[src/hw/sadc_pkg.sv]
package sadc_pkg;
  localparam int unsigned RES_BITS      = 10;
  localparam int unsigned LEAD_ZEROS    = 3;
  localparam int unsigned FRAME_EDGES   = 16;
  localparam int unsigned SHDN_FIRST    = 2;
  localparam int unsigned SHDN_LAST     = 10;
  localparam int unsigned FULL_RATE_DIV = 20;
  localparam logic [4:0]  EDGE_CNT_RST  = 5'h00;
  localparam logic [9:0]  SAMPLE_RST    = 10'h000;
  typedef enum logic [1:0] {
    SADC_IDLE  = 2'b00,
    SADC_FRAME = 2'b01,
    SADC_DONE  = 2'b11
  } sadc_state_e;
endpackage
[src/hw/sadc_frame_ctrl.sv]
`timescale 1ns/1ps
module sadc_frame_ctrl #(
  parameter int unsigned RES_W = sadc_pkg::RES_BITS
) (
  // Clock and reset
  input  wire logic             clock_i,
  input  wire logic             arst_n_i,
  // Serial link pins
  input  wire logic             frame_sel_n_i,
  input  wire logic             serial_clk_i,
  output logic                  serial_result_out_o,
  output logic                  serial_result_oe_n_o,
  // Analog side and status
  input  wire logic [RES_W-1:0] sample_i,
  output logic                  powered_o,
  output logic                  result_valid_o
);
  import sadc_pkg::*;

  // Elaboration checks; the shifter and the 5-bit counters hold one word only
  if (RES_W != RES_BITS || LEAD_ZEROS + RES_W + 2 > FRAME_EDGES) begin : g_res_check
    $error("result width must equal the converter resolution");
  end
  if (FRAME_EDGES > 31 || SHDN_LAST >= FRAME_EDGES || SHDN_FIRST >= SHDN_LAST) begin : g_count_check
    $error("frame edge counts do not fit the edge counter");
  end
  if (FULL_RATE_DIV > 31 || FULL_RATE_DIV < FRAME_EDGES) begin : g_rate_check
    $error("throughput period does not fit the rate counter");
  end

  ////////////////////////////////////////////////////////////////////////////
  // Pin synchronisers; first stage only feeds the second
  logic cs_m, cs_s, cs_d, sk_m, sk_s, sk_d;
  always_ff @(posedge clock_i or negedge arst_n_i) begin
    if (!arst_n_i) begin
      cs_m <= 1'b1;
      cs_s <= 1'b1;
      cs_d <= 1'b1;
      sk_m <= 1'b0;
      sk_s <= 1'b0;
      sk_d <= 1'b0;
    end else begin
      cs_m <= frame_sel_n_i;
      cs_s <= cs_m;
      cs_d <= cs_s;
      sk_m <= serial_clk_i;
      sk_s <= sk_m;
      sk_d <= sk_s;
    end
  end

  logic cs_fall, cs_rise, sk_fall;
  assign cs_fall = cs_d & ~cs_s;
  assign cs_rise = ~cs_d & cs_s;
  assign sk_fall = sk_d & ~sk_s;

  ////////////////////////////////////////////////////////////////////////////
  // Frame state and falling-edge count
  sadc_state_e state;
  logic [4:0]  edges;
  logic        pwr_frame;   // Frame started in shutdown or with no full frame since reset or shutdown
  always_ff @(posedge clock_i or negedge arst_n_i) begin
    if (!arst_n_i) begin
      state <= SADC_IDLE;
      edges <= EDGE_CNT_RST;
    end else begin
      case (state)
        SADC_IDLE: begin
          if (cs_fall) begin
            state <= SADC_FRAME;
            edges <= EDGE_CNT_RST;
          end
        end
        SADC_FRAME: begin
          if (cs_rise) begin
            state <= SADC_IDLE;
          end else if (sk_fall) begin
            edges <= edges + 5'h01;
            if (edges == 5'(FRAME_EDGES - 1)) state <= SADC_DONE;
          end
        end
        SADC_DONE: begin
          // Select idled low must rise before a new frame
          if (cs_s) state <= SADC_IDLE;
        end
        default: state <= SADC_IDLE;
      endcase
    end
  end

  ////////////////////////////////////////////////////////////////////////////
  // Power mode; reset picks normal, host dummy frame covers the unknown start
  logic powered, valid_next;
  always_ff @(posedge clock_i or negedge arst_n_i) begin
    if (!arst_n_i) begin
      powered    <= 1'b1;
      pwr_frame  <= 1'b1;
      valid_next <= 1'b0;
    end else begin
      if (state == SADC_IDLE && cs_fall) begin
        pwr_frame <= ~powered | ~valid_next;
      end
      if (state == SADC_FRAME && cs_rise) begin
        // Glitch guard: below two edges nothing changes
        if (edges >= 5'(SHDN_FIRST) && edges < 5'(SHDN_LAST)) begin
          powered    <= 1'b0;
          valid_next <= 1'b0;
        end else if (edges >= 5'(SHDN_LAST) && pwr_frame) begin
          powered    <= 1'b1;
        end
      end
      // An abort wins over a serial clock fall in the same cycle, as in the
      // frame state, so a late rise never half-powers the converter
      if (state == SADC_FRAME && sk_fall && !cs_rise && edges == 5'(FRAME_EDGES - 1)) begin
        powered    <= 1'b1;
        valid_next <= 1'b1;
      end
      if (state == SADC_FRAME && sk_fall && !cs_rise && edges == 5'(SHDN_LAST - 1)) begin
        powered <= 1'b1;
      end
    end
  end
  assign powered_o = powered;

  ////////////////////////////////////////////////////////////////////////////
  // Serial clock falls since the last frame start, saturating at the full-rate period.
  // Only a monitor: pacing is left to the host, an early start is never refused.
  logic [4:0] rate_gap;
  always_ff @(posedge clock_i or negedge arst_n_i) begin
    if (!arst_n_i) begin
      rate_gap <= EDGE_CNT_RST;
    end else if (state == SADC_IDLE && cs_fall) begin
      rate_gap <= EDGE_CNT_RST;
    end else if (sk_fall && rate_gap != 5'(FULL_RATE_DIV)) begin
      rate_gap <= rate_gap + 5'h01;
    end
  end

  ////////////////////////////////////////////////////////////////////////////
  // Output shifter; aborted or finished frames release the pin
  // The sixteenth capture sees a filler zero after the two trailing zeros
  logic [15:0] shreg;
  logic        drive, valid_q;
  always_ff @(posedge clock_i or negedge arst_n_i) begin
    if (!arst_n_i) begin
      shreg   <= 16'h0000;
      drive   <= 1'b0;
      valid_q <= 1'b0;
    end else begin
      if (state == SADC_IDLE && cs_fall) begin
        shreg   <= {3'b000, sample_i, 2'b00, 1'b0};
        drive   <= 1'b1;
        valid_q <= powered & valid_next;
      end else if (state == SADC_FRAME && cs_rise) begin
        drive <= 1'b0;
      end else if (state == SADC_FRAME && sk_fall) begin
        shreg <= {shreg[14:0], 1'b0};
        if (edges == 5'(FRAME_EDGES - 1)) drive <= 1'b0;
      end
    end
  end
  assign serial_result_out_o  = shreg[15];
  assign serial_result_oe_n_o = ~drive;
  assign result_valid_o       = valid_q;

  ////////////////////////////////////////////////////////////////////////////
  // Checks
  frame_release_a: assert property (@(posedge clock_i) disable iff (!arst_n_i)
    state == SADC_FRAME && sk_fall && edges == 5'd15 |=> serial_result_oe_n_o)
    else $error("output not released after sixteenth edge");
  abort_release_a: assert property (@(posedge clock_i) disable iff (!arst_n_i)
    state == SADC_FRAME && cs_rise |=> serial_result_oe_n_o && state == SADC_IDLE)
    else $error("abort did not release output");
  shutdown_entry_a: assert property (@(posedge clock_i) disable iff (!arst_n_i)
    state == SADC_FRAME && cs_rise && edges >= 5'd2 && edges < 5'd10 |=> !powered)
    else $error("no shutdown on mid-frame abort");
  glitch_guard_a: assert property (@(posedge clock_i) disable iff (!arst_n_i)
    state == SADC_FRAME && cs_rise && edges < 5'd2 |=> powered == $past(powered))
    else $error("mode changed on early glitch");
  start_drive_a: assert property (@(posedge clock_i) disable iff (!arst_n_i)
    state == SADC_IDLE && cs_fall |=> !serial_result_oe_n_o ##0 !serial_result_out_o)
    else $error("frame start did not drive output");
  wake_invalid_a: assert property (@(posedge clock_i) disable iff (!arst_n_i)
    state == SADC_IDLE && cs_fall && !powered |=> !result_valid_o)
    else $error("wake frame marked valid");
  full_power_a: assert property (@(posedge clock_i) disable iff (!arst_n_i)
    state == SADC_FRAME && sk_fall && edges == 5'd15 |=> powered && state == SADC_DONE)
    else $error("not powered after full frame");
  lead_zero_a: assert property (@(posedge clock_i) disable iff (!arst_n_i)
    state == SADC_FRAME && edges < 5'd3 && !serial_result_oe_n_o |-> !serial_result_out_o)
    else $error("leading zero missing");
  new_frame_a: assert property (@(posedge clock_i) disable iff (!arst_n_i)
    state == SADC_DONE |=> state != SADC_FRAME)
    else $error("frame restarted without select rising");

  // Power mode, shifting and release between frames
  idle_release_a: assert property (@(posedge clock_i) disable iff (!arst_n_i)
    state != SADC_FRAME |-> serial_result_oe_n_o)
    else $error("output driven outside a frame");
  wake_fallback_a: assert property (@(posedge clock_i) disable iff (!arst_n_i)
    state == SADC_FRAME && cs_rise && !powered && edges < 5'd10 |=> !powered)
    else $error("short wake frame left shutdown");
  wake_power_a: assert property (@(posedge clock_i) disable iff (!arst_n_i)
    state == SADC_FRAME && sk_fall && !cs_rise && edges == 5'd9 |=> powered)
    else $error("not powered after tenth edge");
  stay_normal_a: assert property (@(posedge clock_i) disable iff (!arst_n_i)
    state == SADC_FRAME && cs_rise && edges >= 5'd10 |=> powered)
    else $error("late abort left normal mode");
  valid_after_a: assert property (@(posedge clock_i) disable iff (!arst_n_i)
    state == SADC_IDLE && cs_fall && powered && valid_next |=> result_valid_o)
    else $error("frame after wake not valid");
  shift_step_a: assert property (@(posedge clock_i) disable iff (!arst_n_i)
    state == SADC_FRAME && sk_fall && !cs_rise && edges < 5'd15 |=> serial_result_out_o == $past(shreg[14]))
    else $error("result bit not shifted on serial fall");
  shutdown_keep_a: assert property (@(posedge clock_i) disable iff (!arst_n_i)
    state == SADC_IDLE && !powered |=> !powered)
    else $error("left shutdown without select falling");
  full_frame_c: cover property (@(posedge clock_i) state == SADC_FRAME ##1 state == SADC_DONE);
  shutdown_c:   cover property (@(posedge clock_i) $fell(powered));
  wake_c:       cover property (@(posedge clock_i) $rose(powered));
  abort_c:      cover property (@(posedge clock_i) state == SADC_FRAME && cs_rise && edges > 5'd10);
  full_rate_c:  cover property (@(posedge clock_i) state == SADC_IDLE && cs_fall && rate_gap >= 5'(FRAME_EDGES));
endmodule

[config.mk]
export PLATFORM = sky130hd
export DESIGN_NAME = sadc_frame_ctrl
export DESIGN_NICKNAME = d
export VERILOG_FILES = /design/src/hw/sadc_pkg.sv /design/src/hw/sadc_frame_ctrl.sv
export SDC_FILE = /design/constraint.sdc
export NUM_CORES = 1
export LEC_CHECK = 0
export ABC_AREA = 0
export BUFFER_PORTS_ARGS = -buffer_cell sky130_fd_sc_hd__buf_2
export CORE_ASPECT_RATIO = 0.7
export CORE_MARGIN = 2
export CORE_UTILIZATION = 45
export CTS_BUF_LIST = sky130_fd_sc_hd__clkbuf_8
export DETAILED_ROUTE_END_ITERATION = 8
export HOLD_SLACK_MARGIN = 0.08
export PLACE_DENSITY = 0.67
export SETUP_SLACK_MARGIN = 0.5
export SLEW_MARGIN = 10
export SYNTH_ARGS = -nofsm -noshare
export SYNTH_HDL_FRONTEND = slang
export SYNTH_SLANG_ARGS = --single-unit
export TNS_END_PERCENT = 20
[constraint.sdc]
create_clock -name clock_i -period 1.81 [get_ports clock_i]
set_input_delay 0.362 -clock clock_i [delete_from_list [all_inputs] [get_ports clock_i]]
set_output_delay 0.362 -clock clock_i [all_outputs]
set_load 0.02 [all_outputs]
# Word-level counts from Yosys, hierarchy flattened
# Index checks and enable logic that the tools add are counted.
# Widths: inputs -> output; s select.
# totals
output_inout_bits,4
elab_cells,89
ff_bits,34
input_bits,14
# classes
n_addsub,1
eq_ne,11
bitwise_logic,11
n_lt_le_gt_ge,3
reduce_logical,24
n_mux,25
# op_table
cell,count
$mux 16,3
$mux 5,3
$mux 1,12
$eq 5x4->1 const B,2
$mux 2,5
$ne 2x2->1 const B,5
$pmux 5 s2,1
$reduce_bool 3->1,3
$logic_and 1x1->1,8
$reduce_and 2->1,4
$reduce_and 4->1,2
$reduce_bool 2->1,4
$ne 3x3->1 const B,2
$not 1->1,6
$pmux 2 s3,1
$add 5x1->5 const B,1
$ge 5x2->1 const B,1
$ge 5x4->1 const B,1
$lt 5x4->1 const B,1
$and 1x1->1,4
$reduce_bool 4->1,1
$eq 2x1->1 const B,1
$eq 2x2->1 const B,1
$logic_not 2->1,1
2 further kinds,2

# Logic depth before layout (Yosys ltp)
# Gate-level depths: netlist of the first run.
# depth
ltp_word,7
mapped_depth,7
depth_no_buf,7

# Worst setup path after synthesis of the first run
# Ideal clock, no wire load.
# synth_timing
path_type,flip-flop to flip-flop
startpoint,register edges[1]
endpoint,"register powered, in the netlist powered_o"
arrival_ns,1.674
setup_time_ns,0.083
required_time_ns,1.727
path_stages_with_launch,8
synth_period_minus_slack_ns,1.758
setup_slack_ns,0.052
cell_sequence,dfrtp_1 > ha_1 > and3_1 > ha_1 > nand3b_1 > a21oi_1 > o311ai_1 > a221o_1
# synth_between
elab_chain_cells,6
word_cells_on_any_way,16
cone_classes,order compare: 3; eq/ne: 2; mux: 4; reduce/logical: 7
# synth_rtl
item,line,rtl
start: declaration,sadc_frame_ctrl.sv:60,logic [4:0] edges;
start signal: assignment,sadc_frame_ctrl.sv:78,edges <= edges + 5'h01;
$ge 5x2->1 / $lt 5x4->1 (equally long branches),sadc_frame_ctrl.sv:105,if (edges >= 5'(SHDN_FIRST) && edges < 5'(SHDN_LAST)) begin
$logic_and 1x1->1,sadc_frame_ctrl.sv:105,
$mux 1,sadc_frame_ctrl.sv:105,
$mux 1,sadc_frame_ctrl.sv:103,if (state == SADC_FRAME && cs_rise) begin
$mux 1,sadc_frame_ctrl.sv:114,if (state == SADC_FRAME && sk_fall && !cs_rise && edges == 5'(FRAME_EDGES - 1)) begin
$mux 1,sadc_frame_ctrl.sv:118,if (state == SADC_FRAME && sk_fall && !cs_rise && edges == 5'(SHDN_LAST - 1)) begin
end signal: assignment,sadc_frame_ctrl.sv:106,powered <= 1'b0;
end signal: assignment,sadc_frame_ctrl.sv:115,powered <= 1'b1;
end signal: assignment,sadc_frame_ctrl.sv:119,powered <= 1'b1;
end: declaration,sadc_frame_ctrl.sv:93,"logic powered, valid_next;"
# Parallel ways exist; a longest one is shown, timed or not. The select of a mux whose other input is x is not followed.
# A chain may end at the register's enable or synchronous reset.

# Worst setup path after layout of the first run
# layout_timing
startpoint,register edges[0]
endpoint,"register powered, in the netlist powered_o"
# The elaborated chain is that of the path after synthesis.

==> impl_metrics.csv, run 1 <==
group,metric,value,unit
layout,diodes,0,
global_route,grt_overflow,0,
yosys,post_synth_fa_ha_maj_area_fraction,3.65,%
clock_tree,cts_tree,"done",
yosys,synth_compound_gate_area_share,12.8,%
sta,max-slew-margin-rel,56.3,%
power,cellPowerDensity,965,nW/um2
sta,worst-slew-pin-transition,0.655,ns
clock_tree,cts-root-buf,"sky130_fd_sc_hd__clkbuf_8",
layout,largest_reg_flops,13,
sta,finalCriticalPeriod,1.70,ns
setup_path,cp_data_arrival_time,1.90,ns
drt,average_detailed_routed_wire_length_per_instance,13.4,um
setup_path,crit_type,"register to register",
drt,wirelength,2700,um
drt,drtPass1Iterations,4,
die,ioPinCount,18,
clock_tree,clkSinkCount,31,
yosys,post_synth_inst_count,122,
yosys,synth_ff_type,"sky130_fd_sc_hd__dfrtp_1",
layout,reg.largest.list,"shreg: 13 flops, edges: 5 flops, state: 2 flops",
setup_path,timing.critical_path.slowest_stage_cell,"sky130_fd_sc_hd__dfrtp_1",
yosys,synth_top_area_share,47.5,%
yosys,postSynth.asyncResetShare,100,%
setup_path,worstPathMaxFanout,3,
yosys,netlist_area,1370,um2
yosys,synth_top_family_by_area,"simple AND/OR/NAND/NOR gates",
run,drv.max_cap_violation_count,0,
setup_path,path_buf_inv,0,
run_status,status,"finished, final reports clean",
drt,route.antenna.remaining_nets,0,
die,floorplan.core_area,2840,um2
setup_path,reg2reg_depth,7,
yosys,synth_sequential_area_ratio,57.1,%
sta,tns,0,ns
clock_tree,tritoncts_buffers,5,
setup_path,path_delay_family,"compound AO/OA/AOI/OAI gates",
yosys,synth.largest_area_cell,"sky130_fd_sc_hd__dfrtp_1",
yosys,synthesized_netlist_net_count,140,
setup_path,timing.critical_path.to_type,"register",
sta,worst_hold_slack,0.109,ns
hold_path,hp-class,"input port to asynchronous set/reset pin",
global_route,antenna_found_initial,0,
clock_tree,clock_path_buffers,2,
setup_path,path_cells,"ha_2, and3_4, ha_4, nand3b_1, a21oi_2, o311ai_2, a221o_1",
yosys,synth.avg_cell_area,11.2,um2
clock_tree,cts.clk_slew.worst_paths,0.07,ns
layout,layout-drive-gt1-share,41.8,%
die,core.rowCount,16,
power,worst_ir_drop_vdd,565,uV
die,die-area,3510,um2
sta,setup_violations,0,
sta,report.final.hold_viol_count,0,
sta,achievable-frequency,588,MHz
yosys,yosys_warnings,0,
placed_design,gp_congestion,0.836,
setup_path,cpPeakStageDelay,0.35,ns
global_route,globalRouteTotalUtil,17.6,%
clock_tree,htree_num_levels,2,
layout,area_delta_synth_final,32.8,%
clock_tree,insertion_delay,0.28,ns
die,floorplan.initialDensity,48.2,%
drt,first_iter_violations,52,
sta,rsz0062_at_grt,"true",
drt,drt_drc_violations_left,0,
setup_path,worstPathRequired,2.01,ns
setup_path,r2r_slack,0.11,ns
yosys,synth_enable_flop_cells,0,
layout,finalNetCount,182,
yosys,ys_ff_latch,31,
placed_design,place.port_buffers,17,
yosys,synth.most_common_cell,"sky130_fd_sc_hd__dfrtp_1",
sta,worst_clock_skew,0.00789,ns
setup_path,timing.critical_path.depth,7,
drt,routed_via_density,5.10,
setup_path,crit-reg2reg-capture,"powered_o$_DFFE_PN1P_",
die,fp.dieH,50.2,um
global_route,grt_first_pass_wirelength,4670,um
sta,slew_violations,0,
drt,route.vias.total,1025,
yosys,synth_top_cells_by_area,"sky130_fd_sc_hd__dfrtp_1 47%, sky130_fd_sc_hd__dfstp_2 9.6%, sky130_fd_sc_hd__mux2i_1 6.6%",
setup_path,critical_path.startpoint_type,"register",
yosys,post_synth_and_or_nand_nor_area_fraction,13.5,%
global_route,grt_start_max_net_pins,32,
placed_design,hpwl,1710,um
yosys,synth_cell_type_count,34,
global_route,grt_pass1_vias,1062,
yosys,synthMuxAreaShare,8.22,%
die,dieWidth,70.0,um
yosys,post_synth_most_frequent_cells,"26 x sky130_fd_sc_hd__dfrtp_1, 16 x sky130_fd_sc_hd__nand2_1, 11 x sky130_fd_sc_hd__o21ai_1",
sta,post-route-period-util,94.0,%
setup_path,worstReg2RegStart,"edges[0]$_DFFE_PN0P_",
layout,top_register,"shreg",
yosys,synth_xor_area_share,0.639,%
power,p_leak,0.830,nW
[cells by family after synthesis]
| group | Yosys count |
|---|---|
| multiplexers | 11 |
| XOR/XNOR | 1 |
| adder cells (fa/ha/maj) | 4 |
| flip-flops | 31 |
| AO/OA/AOI/OAI | 28 |
| AND/OR/NAND/NOR | 35 |
| buffers and inverters | 12 |
[layout make-up]
class	count	area, um2
Timing Repair Buffer	39	262
Multi-Input combinational cell	79	614
Inverter	8	30.0
Tap cell	36	45.0
Fill cell	241	1020
Sequential cell	31	783
Clock inverter	3	16.3
Clock buffer	5	68.8
[repair_timing]
action,CTS,global route
buffers inserted,10,6
endpoints found under the setup margin,23,25
hold buffers,0,0
resized for setup,3,7
pin swaps,4,3
[metal layers]
metal  vias to the layer above  global-route usage (%)  wire length (um)
met4                         0                    7.69                46
met3                         6                    5.82               117
met1                       490                    21.3              1300
li1                        508                       -                 -
met5                         -                       0                 0
met2                        21                    29.0              1230
[worst max path at each step]
stage	from	end	slack, ns
after floorplan	edges[1]$_DFFE_PN0P_	powered_o$_DFFE_PN1P_	0.12
after global placement	edges[1]$_DFFE_PN0P_	powered_o$_DFFE_PN1P_	0.16
after detailed placement	edges[1]$_DFFE_PN0P_	powered_o$_DFFE_PN1P_	0.1
after CTS	edges[1]$_DFFE_PN0P_	powered_o$_DFFE_PN1P_	0.12
after global routing	edges[0]$_DFFE_PN0P_	powered_o$_DFFE_PN1P_	0.03
final	edges[0]$_DFFE_PN0P_	powered_o$_DFFE_PN1P_	0.11
[power breakdown]
part	leakage, nW	switching (W)	internal, W
combinational	0.402	0.000175	0.000182
sequential	0.383	0.0000730	0.000811
clock	0.0453	0.000252	0.000262
total	0.830	0.000500	0.00126
[worst reg2reg max path, stage by stage, from the launching register on]
cell,delay (ns)
sky130_fd_sc_hd__dfrtp_1,0.35
sky130_fd_sc_hd__ha_2,0.19
sky130_fd_sc_hd__and3_4,0.21
sky130_fd_sc_hd__ha_4,0.13
sky130_fd_sc_hd__nand3b_1,0.10
sky130_fd_sc_hd__a21oi_2,0.18
sky130_fd_sc_hd__o311ai_2,0.13
sky130_fd_sc_hd__a221o_1,0.33
[metrics by stage]
step | setup slack, ns | util, % | instances | cell area, um2 | power, W
after floorplan | 0.123 | - | 122 | 1420 | 0.00108
after global placement | 0.160 | 55.5 | 177 | 1580 | 0.00118
after detailed placement | 0.0961 | 55.5 | 177 | 1580 | 0.00120
after CTS | 0.118 | 61.4 | 195 | 1750 | 0.00174
after global routing | 0.0337 | 64.0 | 201 | 1820 | 0.00188
final | 0.109 | 64.0 | 201 | 1820 | 0.00175
[layout by cell type, fill, tap and decap left out, types with 2 or more instances in the layout]
cell type | Yosys | layout
sky130_fd_sc_hd__a21oi_1 | 6 | 5
sky130_fd_sc_hd__a22o_1 | 2 | 2
sky130_fd_sc_hd__nand2_1 | 16 | 16
sky130_fd_sc_hd__dfstp_2 | 5 | 5
sky130_fd_sc_hd__clkbuf_8 | 0 | 5
sky130_fd_sc_hd__mux2i_2 | 0 | 2
sky130_fd_sc_hd__buf_4 | 0 | 19
sky130_fd_sc_hd__nand3_1 | 2 | 2
sky130_fd_sc_hd__buf_2 | 3 | 17
sky130_fd_sc_hd__nand2b_4 | 1 | 2
sky130_fd_sc_hd__mux2i_1 | 9 | 7
sky130_fd_sc_hd__nor2_1 | 4 | 2
sky130_fd_sc_hd__inv_1 | 8 | 8
sky130_fd_sc_hd__dfrtp_1 | 26 | 25
sky130_fd_sc_hd__o21ai_1 | 11 | 11
sky130_fd_sc_hd__ha_1 | 4 | 2
sky130_fd_sc_hd__buf_6 | 1 | 3
(Power assumes the default switching activity.)
==> run 2, diff against run 1 <==
--- a/constraint.sdc
+++ b/constraint.sdc
@@ -3,2 +3,2 @@
 set_output_delay 0.362 -clock clock_i [all_outputs]
-set_load 0.02 [all_outputs]
+set_load 0.1 [all_outputs]
==> impl_metrics.csv, run 2 (synthesis gave the netlist of run 1 again) <==
group,metric,value,unit
run_status,status,"finished, final reports clean",
layout,register_area,783,um2
global_route,global_routing_met2_resource_utilization,29.0,%
sta,post-route-period-util,94.0,%
global_route,grt_start_max_net_pins,32,
sta,finalCriticalPeriod,1.70,ns
global_route,globalRouteTotalUtil,17.6,%
setup_path,cp_data_arrival_time,1.90,ns
drt,drt_drc_violations_left,0,
layout,largest_reg_flops,13,
global_route,grt_pass1_vias,1062,
global_route,grt_overflow,0,
die,dieWidth,70.0,um
power,share_of_total_power_in_the_clock_network,28.5,%
power,total_power,0.00180,W
layout,stdcell_count,201,
clock_tree,cts-root-buf,"sky130_fd_sc_hd__clkbuf_8",
power,power.share.combinational,22.4,%
placed_design,place.port_buffers,17,
setup_path,reg2reg_depth,7,
placed_design,hpwl,1710,um
global_route,grt_first_pass_wirelength,4670,um
global_route,global_route.usage.met1,21.3,%
layout,multi_input_area,614,um2
clock_tree,cts.clk_slew.worst_paths,0.07,ns
drt,wirelength,2690,um
setup_path,path_cells,"ha_2, and3_4, ha_4, nand3b_1, a21oi_2, o311ai_2, a221o_1",
placed_design,placedCellCount,177,
sta,slew_violations,0,
setup_path,worstReg2RegStart,"edges[0]$_DFFE_PN0P_",
setup_path,timing.critical_path.slowest_stage_cell,"sky130_fd_sc_hd__dfrtp_1",
setup_path,r2r_slack,0.11,ns
placed_design,postPlaceCellArea,1580,um2
drt,route.antenna.remaining_nets,0,
sta,achievable-frequency,588,MHz
global_route,globalRoute.busiestLayer,"met2",
die,core.rowCount,16,
die,die-area,3510,um2
layout,top_register,"shreg",
drt,route.vias.total,1025,
setup_path,worstPathRequired,2.01,ns
drt,drtPass1Iterations,4,
layout,final_instance_area,1830,um2
power,total_switching_power,0.000547,W
power,cellPowerDensity,983,nW/um2
clock_tree,tritoncts_buffers,5,
layout,diodes,0,
layout,layout-drive-gt1-share,41.8,%
global_route,antenna_found_initial,0,
clock_tree,insertion_delay,0.28,ns
layout,area_delta_synth_final,33.9,%
setup_path,timing.critical_path.to_type,"register",
clock_tree,htree_num_levels,2,
drt,first_iter_violations,54,
setup_path,worstPathMaxFanout,3,
sta,report.final.hold_viol_count,0,
setup_path,path_delay_family,"compound AO/OA/AOI/OAI gates",
placed_design,gp_congestion,0.836,
die,fp.dieH,50.2,um
setup_path,crit_type,"register to register",
die,floorplan.core_area,2840,um2
hold_path,hp-class,"input port to asynchronous set/reset pin",
sta,tns,0,ns
sta,setup_violations,0,
layout,reg.largest.list,"shreg: 13 flops, edges: 5 flops, state: 2 flops",
layout,mostFrequentLayoutCells,"25 x sky130_fd_sc_hd__dfrtp_1, 19 x sky130_fd_sc_hd__buf_4, 16 x sky130_fd_sc_hd__nand2_1, 16 x sky130_fd_sc_hd__buf_2, 11 x sky130_fd_sc_hd__o21ai_1",
layout,fillCellCount,237,
layout,finalNetCount,182,
run,drv.max_cap_violation_count,0,
sta,worst-slew-pin-transition,0.655,ns
drt,routed_via_density,5.10,
die,floorplan.initialDensity,48.2,%
power,power.sequential.fraction,49.0,%
layout,most_frequent_standard_cell_in_the_layout_excluding_fill_and_tap_cells,"sky130_fd_sc_hd__dfrtp_1",
sta,rsz0062_at_grt,"true",
setup_path,crit-reg2reg-capture,"powered_o$_DFFE_PN1P_",
setup_path,cpPeakStageDelay,0.35,ns
clock_tree,clkSinkCount,31,
power,power.switching_fraction,30.3,%
clock_tree,clock_path_buffers,2,
die,ioPinCount,18,
power,worst_ir_drop_vdd,567,uV
setup_path,path_buf_inv,0,
clock_tree,cts_tree,"done",
drt,average_detailed_routed_wire_length_per_instance,13.4,um
power,p_int,0.00126,W
power,p_leak,0.833,nW
sta,worst_clock_skew,0.00789,ns
sta,max-slew-margin-rel,56.3,%
setup_path,critical_path.startpoint_type,"register",
global_route,grt_util_met3,5.82,%
-- run 2: worst max path at each step --
stage / startpoint / endpoint / slack (ns) / cells after the start
after CTS: edges[1]$_DFFE_PN0P_ / powered_o$_DFFE_PN1P_ / 0.12 / 7
after global placement: edges[1]$_DFFE_PN0P_ / powered_o$_DFFE_PN1P_ / 0.16 / 7
after detailed placement: edges[1]$_DFFE_PN0P_ / powered_o$_DFFE_PN1P_ / 0.1 / 7
after floorplan: edges[1]$_DFFE_PN0P_ / powered_o$_DFFE_PN1P_ / 0.12 / 7
after global routing: edges[0]$_DFFE_PN0P_ / powered_o$_DFFE_PN1P_ / 0.03 / 7
final: edges[0]$_DFFE_PN0P_ / powered_o$_DFFE_PN1P_ / 0.11 / 7
-- run 2: layer usage --
metal  vias to the layer above  routed length (um)
met2                        21                1230
li1                        508                   -
met5                         -                   0
met3                         6                 117
met1                       490                1290
met4                         0                  46
-- run 2: power by group through the flow --
stage | Sequential (W) | Combinational (W) | Clock (W)
6_report | 0.000884 | 0.000405 | 0.000514
5_1_grt | 0.000903 | 0.000452 | 0.000572
4_1_cts | 0.000881 | 0.000373 | 0.000530
3_5_place_dp | 0.000893 | 0.000352 | 0
3_3_place_gp | 0.000884 | 0.000339 | 0
2_1_floorplan | 0.000900 | 0.000230 | 0
-- run 2: what timing repair did --
| item | CTS | global route |
|---|---|---|
| resized for setup | 7 | 7 |
| hold buffers | 0 | 0 |
| buffers inserted | 10 | 6 |
| endpoints found under the setup margin | 26 | 28 |
| pin swaps | 4 | 3 |
-- run 2: area by class of cell --
type	count	share of cell area (%)
Sequential cell	31	42.7
Multi-Input combinational cell	79	33.5
Clock buffer	5	3.75
Timing Repair Buffer	39	15.1
Inverter	8	1.64
Tap cell	36	2.46
Clock inverter	3	0.887
-- run 2: stage by stage --
step                      hold WS [ns]  setup slack, ns  utilization (%)
after floorplan                 0.0664            0.123                -
after detailed placement         0.341           0.0961             55.5
after global routing             0.166           0.0337             64.5
after global placement           0.337            0.160             55.5
final                            0.109            0.109             64.5
after CTS                        0.139            0.118             61.9
==> run 3, diff against run 2 <==
- CELL_PAD_IN_SITES_DETAIL_PLACEMENT: unset -> 2
- CELL_PAD_IN_SITES_GLOBAL_PLACEMENT: unset -> 2
- CORE_ASPECT_RATIO: 0.7 -> unset
- CORE_UTILIZATION: 45 -> 25
- PLACE_DENSITY: 0.67 -> unset
- PLACE_DENSITY_LB_ADDON: unset -> 0.1
==> impl_metrics.csv, run 3 (synthesis gave the netlist of run 1 again) <==
group,metric,value,unit
drt,average_detailed_routed_wire_length_per_instance,14.2,um
sta,worst_hold_slack,0.126,ns
layout,final_instance_area,1820,um2
power,p_int,0.00123,W
die,fp.dieH,78.0,um
global_route,global_route.usage.met1,14.0,%
layout,diodes,0,
layout,stdcell_count,226,
clock_tree,htree_num_levels,2,
setup_path,worstPathMaxFanout,2,
drt,wirelength,3210,um
run,drv.max_cap_violation_count,0,
placed_design,postPlaceCellArea,1620,um2
global_route,antenna_found_initial,0,
global_route,grt_pass1_vias,1171,
die,floorplan.initialDensity,26.3,%
setup_path,path_cells,"ha_2, and3_4, ha_4, nand3b_1, a21oi_2, o311ai_2, a221o_1",
global_route,grt_first_pass_wirelength,5600,um
drt,first_iter_violations,55,
setup_path,critical_path.startpoint_type,"register",
die,die-area,6090,um2
global_route,global_routing_met2_resource_utilization,20.8,%
drt,drt_drc_violations_left,0,
power,worst_ir_drop_vdd,262,uV
layout,most_frequent_standard_cell_in_the_layout_excluding_fill_and_tap_cells,"sky130_fd_sc_hd__dfrtp_1",
placed_design,placement.setup.worst_slack,0.0835,ns
layout,top_register,"shreg",
layout,largest_reg_flops,13,
clock_tree,cts.clk_slew.worst_paths,0.06,ns
clock_tree,clock_path_buffers,2,
layout,finalNetCount,174,
global_route,globalRoute.busiestLayer,"met2",
die,core.rowCount,26,
sta,rsz0062_at_grt,"true",
power,power.share.combinational,21.7,%
drt,routed_via_density,4.58,
setup_path,path_delay_family,"compound AO/OA/AOI/OAI gates",
sta,finalCriticalPeriod,1.66,ns
sta,setup_violations,0,
layout,reg.largest.list,"shreg: 13 flops, edges: 5 flops, state: 2 flops",
sta,max-slew-margin-rel,52.7,%
power,p_leak,0.804,nW
sta,post-route-period-util,91.4,%
sta,slew_violations,0,
sta,report.final.hold_viol_count,0,
run_status,status,"finished, final reports clean",
setup_path,timing.critical_path.slowest_stage_cell,"sky130_fd_sc_hd__dfrtp_1",
layout,layout-drive-gt1-share,36.5,%
global_route,grt_start_max_net_pins,32,
global_route,grt_util_met3,3.22,%
setup_path,cpPeakStageDelay,0.35,ns
drt,route.antenna.remaining_nets,0,
power,total_switching_power,0.000534,W
global_route,grt_overflow,0,
clock_tree,tritoncts_buffers,5,
hold_path,hp-class,"input port to asynchronous set/reset pin",
power,power.switching_fraction,30.2,%
sta,worst_clock_skew,0.00400,ns
drt,drtPass1Iterations,4,
die,dieWidth,78.0,um
clock_tree,cts_tree,"done",
die,floorplan.core_area,5200,um2
die,ioPinCount,18,
setup_path,crit_type,"register to register",
layout,mostFrequentLayoutCells,"26 x sky130_fd_sc_hd__dfrtp_1, 17 x sky130_fd_sc_hd__buf_2, 16 x sky130_fd_sc_hd__nand2_1",
sta,achievable-frequency,604,MHz
sta,tns,0,ns
placed_design,place.port_buffers,17,
clock_tree,post_cts_hold_buffer_count,0,
power,cellPowerDensity,969,nW/um2
placed_design,hpwl,2210,um
sta,layout_setup_ws,0.155,ns
placed_design,gp_congestion,0.733,
drt,route.vias.total,1034,
setup_path,path_buf_inv,0,
placed_design,placedCellCount,211,
sta,worst-slew-pin-transition,0.710,ns
clock_tree,clkSinkCount,31,
power,share_of_total_power_in_the_clock_network,28.5,%
power,power.sequential.fraction,49.8,%
clock_tree,cts-root-buf,"sky130_fd_sc_hd__clkbuf_8",
layout,area_delta_synth_final,33.0,%
setup_path,timing.critical_path.to_type,"register",
global_route,globalRouteTotalUtil,12.2,%
setup_path,worstPathRequired,2.02,ns
setup_path,cp_data_arrival_time,1.87,ns
clock_tree,insertion_delay,0.28,ns
[run 3: power by group through the flow]
| stage | clock, W | combinational (W) | sequential, W |
|---|---|---|---|
| after global placement | 0 | 0.000350 | 0.000888 |
| after floorplan | 0 | 0.000230 | 0.000900 |
| after CTS | 0.000526 | 0.000391 | 0.000882 |
| final | 0.000502 | 0.000383 | 0.000880 |
| after global routing | 0.000562 | 0.000432 | 0.000898 |
| after detailed placement | 0 | 0.000364 | 0.000894 |
[run 3: worst paths after layout]
kind / from / to / slack, ns / cells past startpoint
worst min-delay path: arst_n_i / result_valid_o$_DFFE_PN0P_ / 0.13 / 1
worst min register to register: cs_m$_DFF_PN1_ / cs_s$_DFF_PN1_ / 0.36 / 0
worst max register to register: edges[0]$_DFFE_PN0P_ / powered_o$_DFFE_PN1P_ / 0.15 / 7
worst max-delay path: edges[0]$_DFFE_PN0P_ / powered_o$_DFFE_PN1P_ / 0.15 / 7
max in group asynchronous: arst_n_i / sk_m$_DFF_PN0_ / 1.23 / 1
min in group clock_i: frame_sel_n_i / cs_m$_DFF_PN1_ / 0.17 / 1
[run 3: worst reg2reg max path, cell delays in order (launching register included)]
cell and delay, ns:
sky130_fd_sc_hd__dfrtp_1 0.35, sky130_fd_sc_hd__ha_2 0.18, sky130_fd_sc_hd__and3_4 0.19, sky130_fd_sc_hd__ha_4 0.12, sky130_fd_sc_hd__nand3b_1 0.10, sky130_fd_sc_hd__a21oi_2 0.18, sky130_fd_sc_hd__o311ai_2 0.13, sky130_fd_sc_hd__a221o_1 0.33
[run 3: metrics by stage]
step / power [W] / util, %
floorplan: 0.00113 / -
global placement: 0.00124 / 31.1
detailed placement: 0.00126 / 31.1
CTS: 0.00180 / 34.8
global route: 0.00189 / 35.0
finish: 0.00177 / 35.0
[run 3: area by class of cell]
type                            count  area (um2)
Inverter                            8        30.0
Tap cell                           70        87.6
Multi-Input combinational cell     79         607
Fill cell                         574        3380
Clock buffer                        5        68.8
Sequential cell                    31         782
Timing Repair Buffer               31         239
Clock inverter                      2        7.51
[run 3: timing repair]
item,4_1_cts,5_1_grt
pin swaps,2,1
setup buffers,6,0
endpoints found under the setup margin,27,27
cloned,1,1
gates resized for setup,10,1
[run 3: metal layers]
layer,vias to the layer above,share of wire (%)
met5,-,0
met4,0,2.2
met3,7,3.6
met2,17,51
met1,520,43
li1,490,-
